[src/design/adc_sel_pkg.sv]
`default_nettype none
package adc_sel_pkg;

    // APB address map, byte addresses of 32-bit words.
    localparam int unsigned ADDR_W = 8;
    localparam logic [7:0] CFG2_ADDR = 8'h00;
    localparam logic [7:0] PIN_ADDR  = 8'h04;
    localparam logic [7:0] CFG1_ADDR = 8'h08;
    localparam logic [7:0] STAT_ADDR = 8'h0C;

    // converter_config_two fields.
    localparam int CFG2_INT_REF_BIT = 7;
    localparam int CFG2_BG_EN_BIT   = 6;
    localparam int CFG2_REF_SRC_BIT = 4;
    localparam int CFG2_DIV_LSB     = 0;
    localparam int DIV_W            = 3;

    // converter_config_one fields.
    localparam int CFG1_PD_BIT   = 5;
    localparam int CFG1_CHAN_LSB = 0;
    localparam int CHAN_W        = 3;

    // converter_status fields.
    localparam int STAT_BG_ON_BIT   = 0;
    localparam int STAT_BG_ROUTE_BIT = 1;
    localparam int STAT_REF_PIN_BIT = 2;
    localparam int STAT_PD_BIT      = 3;
    localparam int STAT_CONN_LSB    = 8;

    // Reset values.
    localparam logic [7:0] CFG2_RST = 8'h00;
    localparam logic [7:0] PIN_RST  = 8'hFF;
    localparam logic [7:0] CFG1_RST = 8'h20;

    // Divider, channel count and reference pin channel.
    localparam int unsigned NUM_CHAN = 8;
    localparam logic [2:0] DIV_UNDEFINED = 3'h7;
    localparam int unsigned DIV_CNT_W = 6;
    localparam int unsigned REF_PIN_CHAN = 1;

endpackage
`default_nettype wire

[src/design/conv_clk_if.sv]
`default_nettype none
interface conv_clk_if;
    logic [2:0] div_sel;
    logic       run;
    logic       tick;

    modport ctrl (output div_sel, output run, input tick);
    modport div  (input div_sel, input run, output tick);
endinterface
`default_nettype wire

[src/design/adc_input_ref_clock_select.sv]
// The APB slave port and the placing of the registers were chosen for this implementation.
`default_nettype none
module adc_input_ref_clock_select
    import adc_sel_pkg::*;
(
    // Clock and reset.
    input  wire logic              i_ref_clk,
    input  wire logic              i_sys_rst,
    // APB slave.
    input  wire logic              i_psel,
    input  wire logic              i_penable,
    input  wire logic              i_pwrite,
    input  wire logic [ADDR_W-1:0] i_paddr,
    input  wire logic [31:0]       i_pwdata,
    output logic      [31:0]       o_prdata,
    output logic                   o_pready,
    output logic                   o_pslverr,
    // Voltage monitor enables from logic on this clock.
    input  wire logic              i_low_voltage_reset_en,
    input  wire logic              i_low_voltage_detect_en,
    // Analog front end controls.
    output logic                   o_bandgap_on,
    output logic                   o_bandgap_to_conv,
    output logic                   o_bandgap_routed,
    output logic [NUM_CHAN-1:0]    o_channel_connect,
    output logic                   o_ref_pin_select,
    output logic                   o_conv_power_down,
    output logic                   o_conv_clk_tick,
    // Shared pin controls.
    output logic [NUM_CHAN-1:0]    o_pin_analog,
    output logic [NUM_CHAN-1:0]    o_pin_pull_high_cut
);

    typedef struct packed {
        logic                pready;
        logic                pslverr;
        logic [31:0]         prdata;
        logic                internal_ref_channel_sel;
        logic                bandgap_enable;
        logic                ref_source_sel;
        logic [DIV_W-1:0]    conv_clock_div_sel;
        logic [NUM_CHAN-1:0] analog_pin_enable;
        logic                converter_power_down;
        logic [CHAN_W-1:0]   channel_sel;
        logic                bandgap_on;
        logic                bandgap_to_conv;
        logic                bandgap_routed;
        logic [NUM_CHAN-1:0] channel_connect;
        logic                ref_pin_select;
        logic [NUM_CHAN-1:0] pin_analog;
        logic [NUM_CHAN-1:0] pin_pull_high_cut;
        logic                conv_power_down;
    } state_t;

    localparam state_t STATE_RST = '{
        pready:                   1'b0,
        pslverr:                  1'b0,
        prdata:                   32'h0000_0000,
        internal_ref_channel_sel: CFG2_RST[CFG2_INT_REF_BIT],
        bandgap_enable:           CFG2_RST[CFG2_BG_EN_BIT],
        ref_source_sel:           CFG2_RST[CFG2_REF_SRC_BIT],
        conv_clock_div_sel:       CFG2_RST[CFG2_DIV_LSB +: DIV_W],
        analog_pin_enable:        PIN_RST,
        converter_power_down:     CFG1_RST[CFG1_PD_BIT],
        channel_sel:              CFG1_RST[CFG1_CHAN_LSB +: CHAN_W],
        bandgap_on:               1'b0,
        bandgap_to_conv:          1'b0,
        bandgap_routed:           1'b0,
        channel_connect:          8'h00,
        ref_pin_select:           1'b0,
        pin_analog:               PIN_RST,
        pin_pull_high_cut:        PIN_RST,
        conv_power_down:          1'b1
    };

    state_t              q;
    state_t              d;
    logic                setup;
    logic                access;
    logic                addr_hit;
    logic [7:0]          cfg2_byte;
    logic [7:0]          cfg1_byte;
    logic [31:0]         stat_word;
    logic [31:0]         read_word;
    logic [NUM_CHAN-1:0] chan_want;

    conv_clk_if clk_bus ();

    conv_clk_div u_conv_clk_div (
        .i_ref_clk (i_ref_clk),
        .i_sys_rst (i_sys_rst),
        .clk_bus   (clk_bus.div)
    );

    assign clk_bus.div_sel = q.conv_clock_div_sel;
    assign clk_bus.run = !q.converter_power_down;

    // Each input channel is connected only when selected, assigned as an
    // analog pin, not displaced by the bandgap or the reference pin, and
    // the converter is powered.
    for (genvar ch = 0; ch < NUM_CHAN; ch++) begin : g_chan
        always_comb begin
            chan_want[ch] = !q.internal_ref_channel_sel
                && (q.channel_sel == CHAN_W'(ch))
                && q.analog_pin_enable[ch]
                && !(q.ref_source_sel && ch == REF_PIN_CHAN)
                && !q.converter_power_down;
        end
    end

    always_comb begin
        // Unimplemented bits five and three are wired to zero.
        cfg2_byte = {q.internal_ref_channel_sel, q.bandgap_enable, 1'b0,
                     q.ref_source_sel, 1'b0, q.conv_clock_div_sel};
        cfg1_byte = 8'h00;
        cfg1_byte[CFG1_PD_BIT] = q.converter_power_down;
        cfg1_byte[CFG1_CHAN_LSB +: CHAN_W] = q.channel_sel;
        stat_word = 32'h0000_0000;
        stat_word[STAT_BG_ON_BIT] = q.bandgap_on;
        stat_word[STAT_BG_ROUTE_BIT] = q.bandgap_routed;
        stat_word[STAT_REF_PIN_BIT] = q.ref_pin_select;
        stat_word[STAT_PD_BIT] = q.conv_power_down;
        stat_word[STAT_CONN_LSB +: NUM_CHAN] = q.channel_connect;
        addr_hit = 1'b1;
        unique case (i_paddr)
            CFG2_ADDR: begin
                read_word = {24'h00_0000, cfg2_byte};
            end
            PIN_ADDR: begin
                read_word = {24'h00_0000, q.analog_pin_enable};
            end
            CFG1_ADDR: begin
                read_word = {24'h00_0000, cfg1_byte};
            end
            STAT_ADDR: begin
                read_word = stat_word;
            end
            default: begin
                read_word = 32'h0000_0000;
                addr_hit = 1'b0;
            end
        endcase
    end

    always_comb begin
        d = q;
        setup = i_psel && !i_penable;
        access = i_psel && i_penable && q.pready;
        // Zero wait state: the answer is prepared during the setup cycle.
        d.pready = 1'b1;
        if (setup) begin
            d.pslverr = !addr_hit;
            d.prdata = i_pwrite ? 32'h0000_0000 : read_word;
        end
        if (access && i_pwrite) begin
            unique case (i_paddr)
                CFG2_ADDR: begin
                    d.internal_ref_channel_sel = i_pwdata[CFG2_INT_REF_BIT];
                    d.bandgap_enable = i_pwdata[CFG2_BG_EN_BIT];
                    d.ref_source_sel = i_pwdata[CFG2_REF_SRC_BIT];
                    d.conv_clock_div_sel = i_pwdata[CFG2_DIV_LSB +: DIV_W];
                end
                PIN_ADDR: begin
                    d.analog_pin_enable = i_pwdata[NUM_CHAN-1:0];
                end
                CFG1_ADDR: begin
                    d.converter_power_down = i_pwdata[CFG1_PD_BIT];
                    d.channel_sel = i_pwdata[CFG1_CHAN_LSB +: CHAN_W];
                end
                default: begin
                end
            endcase
        end

        // The bandgap runs while the converter asks for it or either
        // voltage monitor needs it; otherwise it is shut off to save power.
        d.bandgap_on = (q.bandgap_enable && !q.converter_power_down)
            || i_low_voltage_reset_en || i_low_voltage_detect_en;
        d.bandgap_to_conv = q.bandgap_enable && !q.converter_power_down;
        d.bandgap_routed = q.internal_ref_channel_sel && !q.converter_power_down;
        d.channel_connect = chan_want;
        d.ref_pin_select = q.ref_source_sel;
        d.pin_analog = q.analog_pin_enable;
        d.pin_pull_high_cut = q.analog_pin_enable;
        d.conv_power_down = q.converter_power_down;
    end

    always_ff @(posedge i_ref_clk or posedge i_sys_rst) begin
        if (i_sys_rst) begin
            q <= STATE_RST;
        end else begin
            q <= d;
        end
    end

    assign o_prdata = q.prdata;
    assign o_pready = q.pready;
    assign o_pslverr = q.pslverr;
    assign o_bandgap_on = q.bandgap_on;
    assign o_bandgap_to_conv = q.bandgap_to_conv;
    assign o_bandgap_routed = q.bandgap_routed;
    assign o_channel_connect = q.channel_connect;
    assign o_ref_pin_select = q.ref_pin_select;
    assign o_conv_power_down = q.conv_power_down;
    assign o_conv_clk_tick = clk_bus.tick;
    assign o_pin_analog = q.pin_analog;
    assign o_pin_pull_high_cut = q.pin_pull_high_cut;
endmodule
`default_nettype wire

[src/design/conv_clk_div.sv]
`default_nettype none
module conv_clk_div
    import adc_sel_pkg::*;
(
    // Clock and reset.
    input  wire logic i_ref_clk,
    input  wire logic i_sys_rst,
    // Divider control and tick.
    conv_clk_if.div   clk_bus
);

    typedef struct packed {
        logic [DIV_CNT_W-1:0] count;
        logic                 tick;
    } div_state_t;

    div_state_t q;
    div_state_t d;
    logic [DIV_CNT_W-1:0] limit;

    always_comb begin
        d = q;
        limit = DIV_CNT_W'((7'h01 << clk_bus.div_sel) - 7'h01);
        // The undefined code and power down hold the converter clock still.
        if (!clk_bus.run || clk_bus.div_sel == DIV_UNDEFINED) begin
            d.count = '0;
            d.tick = 1'b0;
        end else if (q.count >= limit) begin
            d.count = '0;
            d.tick = 1'b1;
        end else begin
            d.count = q.count + 1'b1;
            d.tick = 1'b0;
        end
    end

    always_ff @(posedge i_ref_clk or posedge i_sys_rst) begin
        if (i_sys_rst) begin
            q <= '0;
        end else begin
            q <= d;
        end
    end

    assign clk_bus.tick = q.tick;
endmodule
`default_nettype wire

[config.mk]
export PLATFORM = sky130hd
export DESIGN_NAME = adc_input_ref_clock_select
export DESIGN_NICKNAME = d
export VERILOG_FILES = /design/src/design/adc_sel_pkg.sv /design/src/design/conv_clk_if.sv /design/src/design/adc_input_ref_clock_select.sv /design/src/design/conv_clk_div.sv
export SDC_FILE = /design/constraint.sdc
export NUM_CORES = 1
export LEC_CHECK = 0
export ABC_AREA = 1
export BUFFER_PORTS_ARGS = -buffer_cell sky130_fd_sc_hd__buf_2
export CORE_UTILIZATION = 50
export DETAILED_ROUTE_END_ITERATION = 12
export PLACE_DENSITY = 0.84
export SETUP_SLACK_MARGIN = 0.15
export SLEW_MARGIN = 0
export SYNTH_ARGS = -nofsm -noshare
export SYNTH_HDL_FRONTEND = slang
export SYNTH_HIERARCHICAL = 1
export SYNTH_SLANG_ARGS = --single-unit
[constraint.sdc]
create_clock -name i_ref_clk -period 5.5 [get_ports i_ref_clk]
set_clock_uncertainty 0.2 [all_clocks]
set_input_delay 0.55 -clock i_ref_clk [delete_from_list [all_inputs] [get_ports i_ref_clk]]
set_output_delay 0.55 -clock i_ref_clk [all_outputs]
set_load 0.05 [all_outputs]
==> Flow_metrics.wiki, run 1 <==
{| class="wikitable"
! Metric !! Value
|-
| Number of gates resized after cts || 0
|-
| Peak supply drop || 0.000150 V
|-
| RSZ-0062 raised after global routing || no
|-
| DIE AREA || 6700 µm²
|-
| Synth warn || 6
|-
| CP Depth || 11
|-
| DRC violation count after routing || 0
|-
| Main area contributors after synthesis || sky130_fd_sc_hd__dfrtp_1 36%, sky130_fd_sc_hd__dfstp_2 15%, sky130_fd_sc_hd__nand2_1 12%
|-
| Largest driver fanout on the critical path || 8
|-
| Peak clock frequency supported by timing || ~0.43 GHz
|-
| Delay of the slowest cell on the worst path || 0.50 ns
|-
| Clock network latency to the later pin of the worst-skew pair || 0.34 ns
|-
| Final Power || 977 µW
|-
| Detailed Route Iter0 Violations || 162
|-
| Proportion of layout cells with a drive suffix above 1 || between 30% and 40%
|-
| Number of max-cap violations || 0
|-
| Maximum buffer depth of the clock tree || 2
|-
| Syn Area/Cell || ~9.0 µm²
|-
| Tcrit/Tclk final || 41.9%
|-
| Antenna-violating nets left || 0
|-
| Buffers added on ports || 70
|-
| Family with the most delay on the worst path || flip-flops
|-
| Share of synthesized area occupied by flip-flops and latches || 50.9%
|-
| Clock H-tree levels || 3
|-
| Slew @ Worst Pin || 0.661 ns
|-
| Required time of the critical path || ~5.6 ns
|-
| Data arrival time of the critical path || 2.37 ns
|-
| Placed wire-length estimate after detailed placement || roughly 4700 µm
|-
| Site Rows || 28
|-
| Min-Delay Path Depth || 0
|-
| Core region area || about 6000 µm²
|-
| Area growth from synthesis to layout || 15.9%
|-
| GRT Residual Overflow || 0
|-
| Count of fill cells added during filler insertion || a little over 500
|-
| Power density over the cells || 264 nW/µm²
|-
| DIE WIDTH || 81.9 µm
|-
| Prevailing post-synth register cell || sky130_fd_sc_hd__dfrtp_1
|-
| Mean number of vias per cell || 4.79
|-
| Final sum of negative setup slack || 0 ns
|-
| Buffers plus inverters on the worst setup path || 2
|-
| Cell area after technology mapping || 3190 µm²
|-
| Final period demand of the worst path || 2.30 ns
|-
| Cell with the most instances after synthesis || sky130_fd_sc_hd__nand2_1
|-
| Wire length of the first global-routing pass || 10100 µm
|-
| Post-detailed-placement cell area || 3490 µm²
|-
| Number of synthesized flops with an enable pin || 0
|-
| FFs w/ async S/R, synth || 100%
|-
| Register-to-register path setup slack || 3.20 ns
|-
| Crit. End Element || flop
|-
| Flop and latch count out of synthesis || 64
|-
| Number of placed I/O pins || about 110
|-
| Termination of the worst setup path || u_conv_clk_div/q[5]$_DFF_PP0_
|-
| Critical path class || reg2reg
|-
| Distinct cell type count of the synthesized netlist || 34
|-
| Drt pass-1 iters || 4
|-
| GRT Resource Usage Total || a little over a fifth
|-
| Synthesized instance count || 355
|-
| Clock slew seen by the registers of the worst setup and hold paths || 0.07 ns
|-
| Maximum number of pins on one net before global-route repair || 55
|-
| Max-slew violations || 0
|-
| # nets final || 480
|-
| Number of vias in the routed layout || 2417
|-
| Setup-violating endpoint count in the final report || 0
|-
| CTS tree || built
|-
| Effective utilization at floorplan || 52.9%
|-
| Number of clock sinks || between 60 and 70
|-
| Result of the run || completed
|-
| Post-layout instance area || 3700 µm²
|-
| Number of buffers added by the clock tree synthesis step || 9
|-
| List of most frequent post-synthesis cells || 106 x sky130_fd_sc_hd__nand2_1, 46 x sky130_fd_sc_hd__dfrtp_1, 40 x sky130_fd_sc_hd__inv_1, 24 x sky130_fd_sc_hd__buf_4, 20 x sky130_fd_sc_hd__nand3_1
|-
| Final estimated routing congestion in global placement || 0.981
|-
| Master of the slowest instance on the critical path || sky130_fd_sc_hd__dfrtp_1
|-
| Startpoint class of the critical path || flop
|-
| Via count of the first global-routing pass || about 2200
|-
| HP Class || reg2reg
|-
| Critical path, cell by cell || inv_1 > nand2_1 > ha_1 > o21ai_0 > xnor2_1 > ha_1 > nand2_1 > inv_1 > a21oi_2 > nand3_2 > nor2_1
|-
| End of the worst register-to-register path || u_conv_clk_div/q[5]$_DFF_PP0_
|-
| Critical path launch point || clk_bus.div_sel[2]$_DFFE_PP0P_
|-
| Max-Slew Margin vs Limit || 56.0%
|-
| Antenna Diode Count || 0
|-
| Leakage power || ~0.002 µW
|-
| Root buffer selected by CTS || sky130_fd_sc_hd__clkbuf_8
|-
| Reg2reg start || clk_bus.div_sel[2]$_DFFE_PP0P_
|-
| Antenna violations before repair || 0
|-
| Final Hold Fails || 0
|-
| Top cell type's share of synthesized area || a little over a third
|-
| Height of the die || 81.9 µm
|-
| Total length of routed wires || about 6400 µm
|-
| Synth area leader || sky130_fd_sc_hd__dfrtp_1
|-
| Avg WL per Cell || roughly 13 µm
|-
| Post-route core utilization || around three fifths
|-
| FF-to-FF path depth || 11
|}
[report_power, final]
group          internal, µW  switching, µW  total, µW
registers               477           4.03        482
clock network           234            171        404
logic                  18.1           73.1       91.2
total                   729            248        977
[sequential cells by signal (all words and copies together), names as in the netlist, 3 cells and up]
| name | count |
|---|---|
| clk_bus.div_sel | 3 |
| cfg2_byte | 3 |
| o_pin_pull_high_cut | 8 |
| o_channel_connect | 8 |
| u_conv_clk_div/q | 6 |
| cfg1_byte | 4 |
| o_prdata | 16 |
| d | 8 |
[logic make-up (layout without fill, tap and decap cells)]
| logic type | after synthesis | count (layout) | synth area share, % |
|---|---|---|---|
| AND/OR/NAND/NOR | 175 | 175 | 26.8 |
| buffers and inverters | 74 | 134 | 12.2 |
| flip-flops | 64 | 64 | 50.9 |
| AO/OA/AOI/OAI | 27 | 27 | 5.34 |
| adder cells (fa/ha/maj) | 8 | 8 | 3.14 |
| XOR/XNOR | 5 | 5 | 1.37 |
| other | 2 | 17 | 0.235 |
[per-layer routing]
layer,wire length [µm],global-route usage [%],share of wire (%),vias up
li1,-,-,-,1195
met2,3100,34.6,49,101
met4,157,13.9,2.5,0
met5,0,0,0,-
met1,2720,24.3,43,1107
met3,411,4.33,6.4,14
[final cells by class]
cell class	count	area [µm²]	area share, %
Clock buffer	13	159	4.30
Clock inverter	3	42.5	1.15
Tap cell	75	93.8	2.54
Timing Repair Buffer	72	368	9.95
Inverter	46	178	4.81
Sequential cell	64	1620	43.9
Multi-Input combinational cell	232	1230	33.3
[metrics by stage]
stage	hold slack (ns)	worst slack, ns	std cells
6_report	0.172	3.20	505
5_1_grt	0.180	3.01	505
4_1_cts	0.172	3.20	505
3_5_place_dp	0.163	3.27	488
3_3_place_gp	0.156	3.33	488
2_1_floorplan	0.153	3.38	370
[cell usage in the layout, fill, tap and decap left out, types with 8 or more instances in the layout]
cell type and count:
sky130_fd_sc_hd__ha_1 8, sky130_fd_sc_hd__inv_1 39, sky130_fd_sc_hd__nand3_1 20, sky130_fd_sc_hd__buf_2 70
sky130_fd_sc_hd__dfstp_2 18, sky130_fd_sc_hd__nor2_1 14, sky130_fd_sc_hd__nand2_1 106, sky130_fd_sc_hd__dfrtp_1 46
sky130_fd_sc_hd__clkbuf_8 11, sky130_fd_sc_hd__o21ai_1 11, sky130_fd_sc_hd__conb_1 17, sky130_fd_sc_hd__nor2_4 8
[worst min path at each step]
stage | startpoint | endpoint | slack, ns
2_1_floorplan | i_sys_rst | u_conv_clk_div/clk_bus.tick$_DFF_PP0_ | 0.15
3_3_place_gp | d[4]$_DFFE_PP1P_ | o_pin_pull_high_cut[3]$_DFF_PP1_ | 0.16
3_5_place_dp | d[4]$_DFFE_PP1P_ | o_pin_pull_high_cut[3]$_DFF_PP1_ | 0.16
4_1_cts | d[4]$_DFFE_PP1P_ | o_pin_pull_high_cut[3]$_DFF_PP1_ | 0.17
5_1_grt | d[4]$_DFFE_PP1P_ | o_pin_pull_high_cut[3]$_DFF_PP1_ | 0.18
6_report | d[4]$_DFFE_PP1P_ | o_pin_pull_high_cut[3]$_DFF_PP1_ | 0.17
[what timing repair did]
action	4_1_cts	5_1_grt
hold buffers	1	0
hold endpoints to repair	9	0
buffers inserted	0	0
Note: power is estimated with default switching activity, not from simulation.
==> run 2: changes to the inputs <==
clock period = 2.28 ns   (was 5.5 ns; I/O delays follow)
==> Flow_metrics.wiki, run 2 (synthesis gave the netlist of run 1 again) <==
{| class="wikitable"
! Metric !! Value
|-
| Max-Slew Margin vs Limit || 59.6% (+3.7 points)
|-
| Critical path class || reg2reg
|-
| Maximum number of pins on one net before global-route repair || 30 (-45%)
|-
| Tcrit/Tclk final || 92.0% (+50 points)
|-
| DR WL met2 || 3400 µm (+9.5%)
|-
| DIE AREA || 6700 µm² (unchanged)
|-
| Largest register FFs || 16 (unchanged)
|-
| DIE WIDTH || 81.9 µm (unchanged)
|-
| Top layer used by detailed routing || met4
|-
| Non-Filler Instances || 523 (+3.6%)
|-
| Setup slack of the critical path after layout || 0.184 ns (-3.01 ns)
|-
| M1 WL || 2710 µm (-0.48%)
|-
| Required time of the critical path || 2.36 ns (-3.20 ns)
|-
| Height of the die || 81.9 µm (unchanged)
|-
| Placed cell count || 490 (+0.41%)
|-
| Antenna-violating nets left || 0 (unchanged)
|-
| Root buffer selected by CTS || sky130_fd_sc_hd__clkbuf_8
|-
| Clock H-tree levels || 3 (unchanged)
|-
| Wire length of the first global-routing pass || 10300 µm (+1.8%)
|-
| Peak clock frequency supported by timing || 0.477 GHz (+9.9%)
|-
| Effective utilization at floorplan || 52.9% (unchanged)
|-
| Reg2reg start || clk_bus.div_sel[0]$_DFFE_PP0P_
|-
| Startpoint class of the critical path || flop
|-
| Buffers added on ports || 70 (unchanged)
|-
| Final period demand of the worst path || 2.10 ns (-0.207 ns)
|-
| Data arrival time of the critical path || 2.17 ns (-0.20 ns)
|-
| Area growth from synthesis to layout || 22.4%
|-
| Master of the slowest instance on the critical path || sky130_fd_sc_hd__dfrtp_1
|-
| Avg WL per Cell || 12.8 µm (+0.79%)
|-
| End of the worst register-to-register path || u_conv_clk_div/q[3]$_DFF_PP0_
|-
| Clock slew seen by the registers of the worst setup and hold paths || 0.07 ns (about the same)
|-
| FF-to-FF path depth || 11 (unchanged)
|-
| Number of clock sinks || 64 (unchanged)
|-
| Via count of the first global-routing pass || 2308 (+4.3%)
|-
| HP Class || in2reg
|-
| Setup WS pre-CTS || 0.0962 ns (-3.18 ns)
|-
| Leakage power || 0.00209 µW (+4.4%)
|-
| Buffers plus inverters on the worst setup path || 1 (-1)
|-
| Min-Delay Path Depth || 5 (+5)
|-
| Register-to-register path setup slack || 0.18 ns (-3.01 ns)
|-
| Final Hold Fails || 0 (unchanged)
|-
| Antenna violations before repair || 0 (unchanged)
|-
| DRC violation count after routing || 0 (unchanged)
|-
| Total length of routed wires || 6670 µm (+4.4%)
|-
| Proportion of layout cells with a drive suffix above 1 || 35.7% (+2.2 points)
|-
| Setup-violating endpoint count in the final report || 0 (unchanged)
|-
| RSZ-0062 raised after global routing || yes
|-
| Critical path, cell by cell || nor2_2 > nand2_2 > ha_4 > o21ai_2 > xnor2_1 > ha_1 > nand2_1 > inv_1 > a21oi_2 > nand3_2 > nor2_1
|-
| Commonest cells after routing, fill and taps aside || 105 x sky130_fd_sc_hd__nand2_1, 70 x sky130_fd_sc_hd__buf_2, 46 x sky130_fd_sc_hd__dfrtp_1, 38 x sky130_fd_sc_hd__inv_1, 19 x sky130_fd_sc_hd__nand3_1
|-
| Clock network latency to the later pin of the worst-skew pair || 0.34 ns (about the same)
|-
| Placed wire-length estimate after detailed placement || 4750 µm (+1.1%)
|-
| Family with the most delay on the worst path || simple AND/OR/NAND/NOR gates
|-
| Number of max-cap violations || 0 (unchanged)
|-
| Endpoint, Worst Hold || o_pslverr$_DFFE_PP0P_
|-
| Result of the run || completed
|-
| Delay of the slowest cell on the worst path || 0.42 ns (-0.08 ns)
|-
| Most common cell after layout, fill and taps aside || sky130_fd_sc_hd__nand2_1
|-
| Number of placed I/O pins || 111 (unchanged)
|-
| Core region area || 6030 µm² (unchanged)
|-
| Met3 layer wire length in the routed design || 394 µm (-4.1%)
|-
| Number of vias in the routed layout || 2535 (+4.9%)
|-
| Crit. End Element || flop
|-
| Final estimated routing congestion in global placement || 0.967 (-1.4%)
|-
| GRT Residual Overflow || 0 (unchanged)
|-
| Slew @ Worst Pin || 0.605 ns (-0.0561 ns)
|-
| Peak supply drop || 0.000465 V (+210%)
|-
| Site Rows || 28 (unchanged)
|-
| Startpoint of the tightest hold check path || i_psel
|-
| Number of buffers added by the clock tree synthesis step || 9 (unchanged)
|-
| Max-slew violations || 0 (unchanged)
|-
| GRT Resource Usage Total || 20.7% (-0.13 points)
|-
| Largest driver fanout on the critical path || 6 (-2)
|-
| Antenna Diode Count || 0 (unchanged)
|-
| CTS tree || built
|-
| Power density over the cells || 602 nW/µm² (+130%)
|-
| # nets final || 498 (+3.8%)
|-
| Maximum buffer depth of the clock tree || 2 (unchanged)
|-
| Drt pass-1 iters || 4 (unchanged)
|-
| Detailed Route Iter0 Violations || 197 (+22%)
|-
| Mean number of vias per cell || 4.85 (+1.3%)
|-
| Final sum of negative setup slack || 0 ns (unchanged)
|}
[run 2: cell types whose count changed in the layout (fill, tap and decap cells not counted), moves of 2 or more]
cell and change:
sky130_fd_sc_hd__clkbuf_1 -2, sky130_fd_sc_hd__clkbuf_8 +2, sky130_fd_sc_hd__nor2_1 -2, sky130_fd_sc_hd__buf_4 +6
sky130_fd_sc_hd__dlygate4sd3_1 +11, sky130_fd_sc_hd__nor2_2 +2
[run 2: area by class of cell]
type	instances	area, µm²
repair buffers	90	543
multi-input cells	232	1260
clock inverters	3	23.8
clock buffers	13	179
inverters	46	178
well taps	75	93.8
fillers	477	2120
flip-flops and latches	64	1620
[run 2: worst max-delay path by stage]
stage / from / end / slack, ns / cells after the start
6_report: clk_bus.div_sel[0]$_DFFE_PP0P_ / u_conv_clk_div/q[3]$_DFF_PP0_ / 0.18 / 11
5_1_grt: clk_bus.div_sel[0]$_DFFE_PP0P_ / u_conv_clk_div/q[3]$_DFF_PP0_ / 0.03 / 11
4_1_cts: clk_bus.div_sel[1]$_DFFE_PP0P_ / u_conv_clk_div/q[3]$_DFF_PP0_ / 0.17 / 11
3_5_place_dp: clk_bus.div_sel[0]$_DFFE_PP0P_ / u_conv_clk_div/q[3]$_DFF_PP0_ / 0.1 / 11
3_3_place_gp: clk_bus.div_sel[0]$_DFFE_PP0P_ / u_conv_clk_div/q[1]$_DFF_PP0_ / 0.15 / 11
2_1_floorplan: clk_bus.div_sel[1]$_DFFE_PP0P_ / u_conv_clk_div/q[1]$_DFF_PP0_ / 0.25 / 11
[run 2: layer usage]
| metal | up-vias | track usage, % |
|---|---|---|
| li1 | 1235 | - |
| met1 | 1180 | 24.9 |
| met2 | 106 | 35.5 |
| met3 | 14 | 3.00 |
| met4 | 0 | 11.4 |
| met5 | - | 0 |
[run 2: repair_timing]
action / CTS / global route
gates resized for setup: 2 / 7
endpoints found under the hold margin: 34 / 0
pin swaps: 1 / 5
setup endpoints to repair: 6 / 6
hold buffers: 12 / 0
buffers inserted: 2 / 3
[run 2: worst min-delay path: cells and delay by family]
kind,cells,cell delay [ns]
simple gates,3,0.13
buf+inv,2,0.17
[run 2: power by group]
part | switching [µW] | internal (µW) | total (µW)
registers | 8.68 | 1150 | 1160
logic | 182 | 61.5 | 243
clock network | 430 | 515 | 945
[run 2: stage by stage]
stage	utilization [%]	instance area [µm²]	total power (µW)	hold slack, ns
detailed placement	58.3	3510	1400	-0.00583
finish	64.8	3900	2350	0.0122
CTS	64.0	3860	2360	0.0173
floorplan	-	3250	1370	-0.169
global placement	58.3	3510	1400	-0.0223
global route	64.8	3900	2430	0.0271
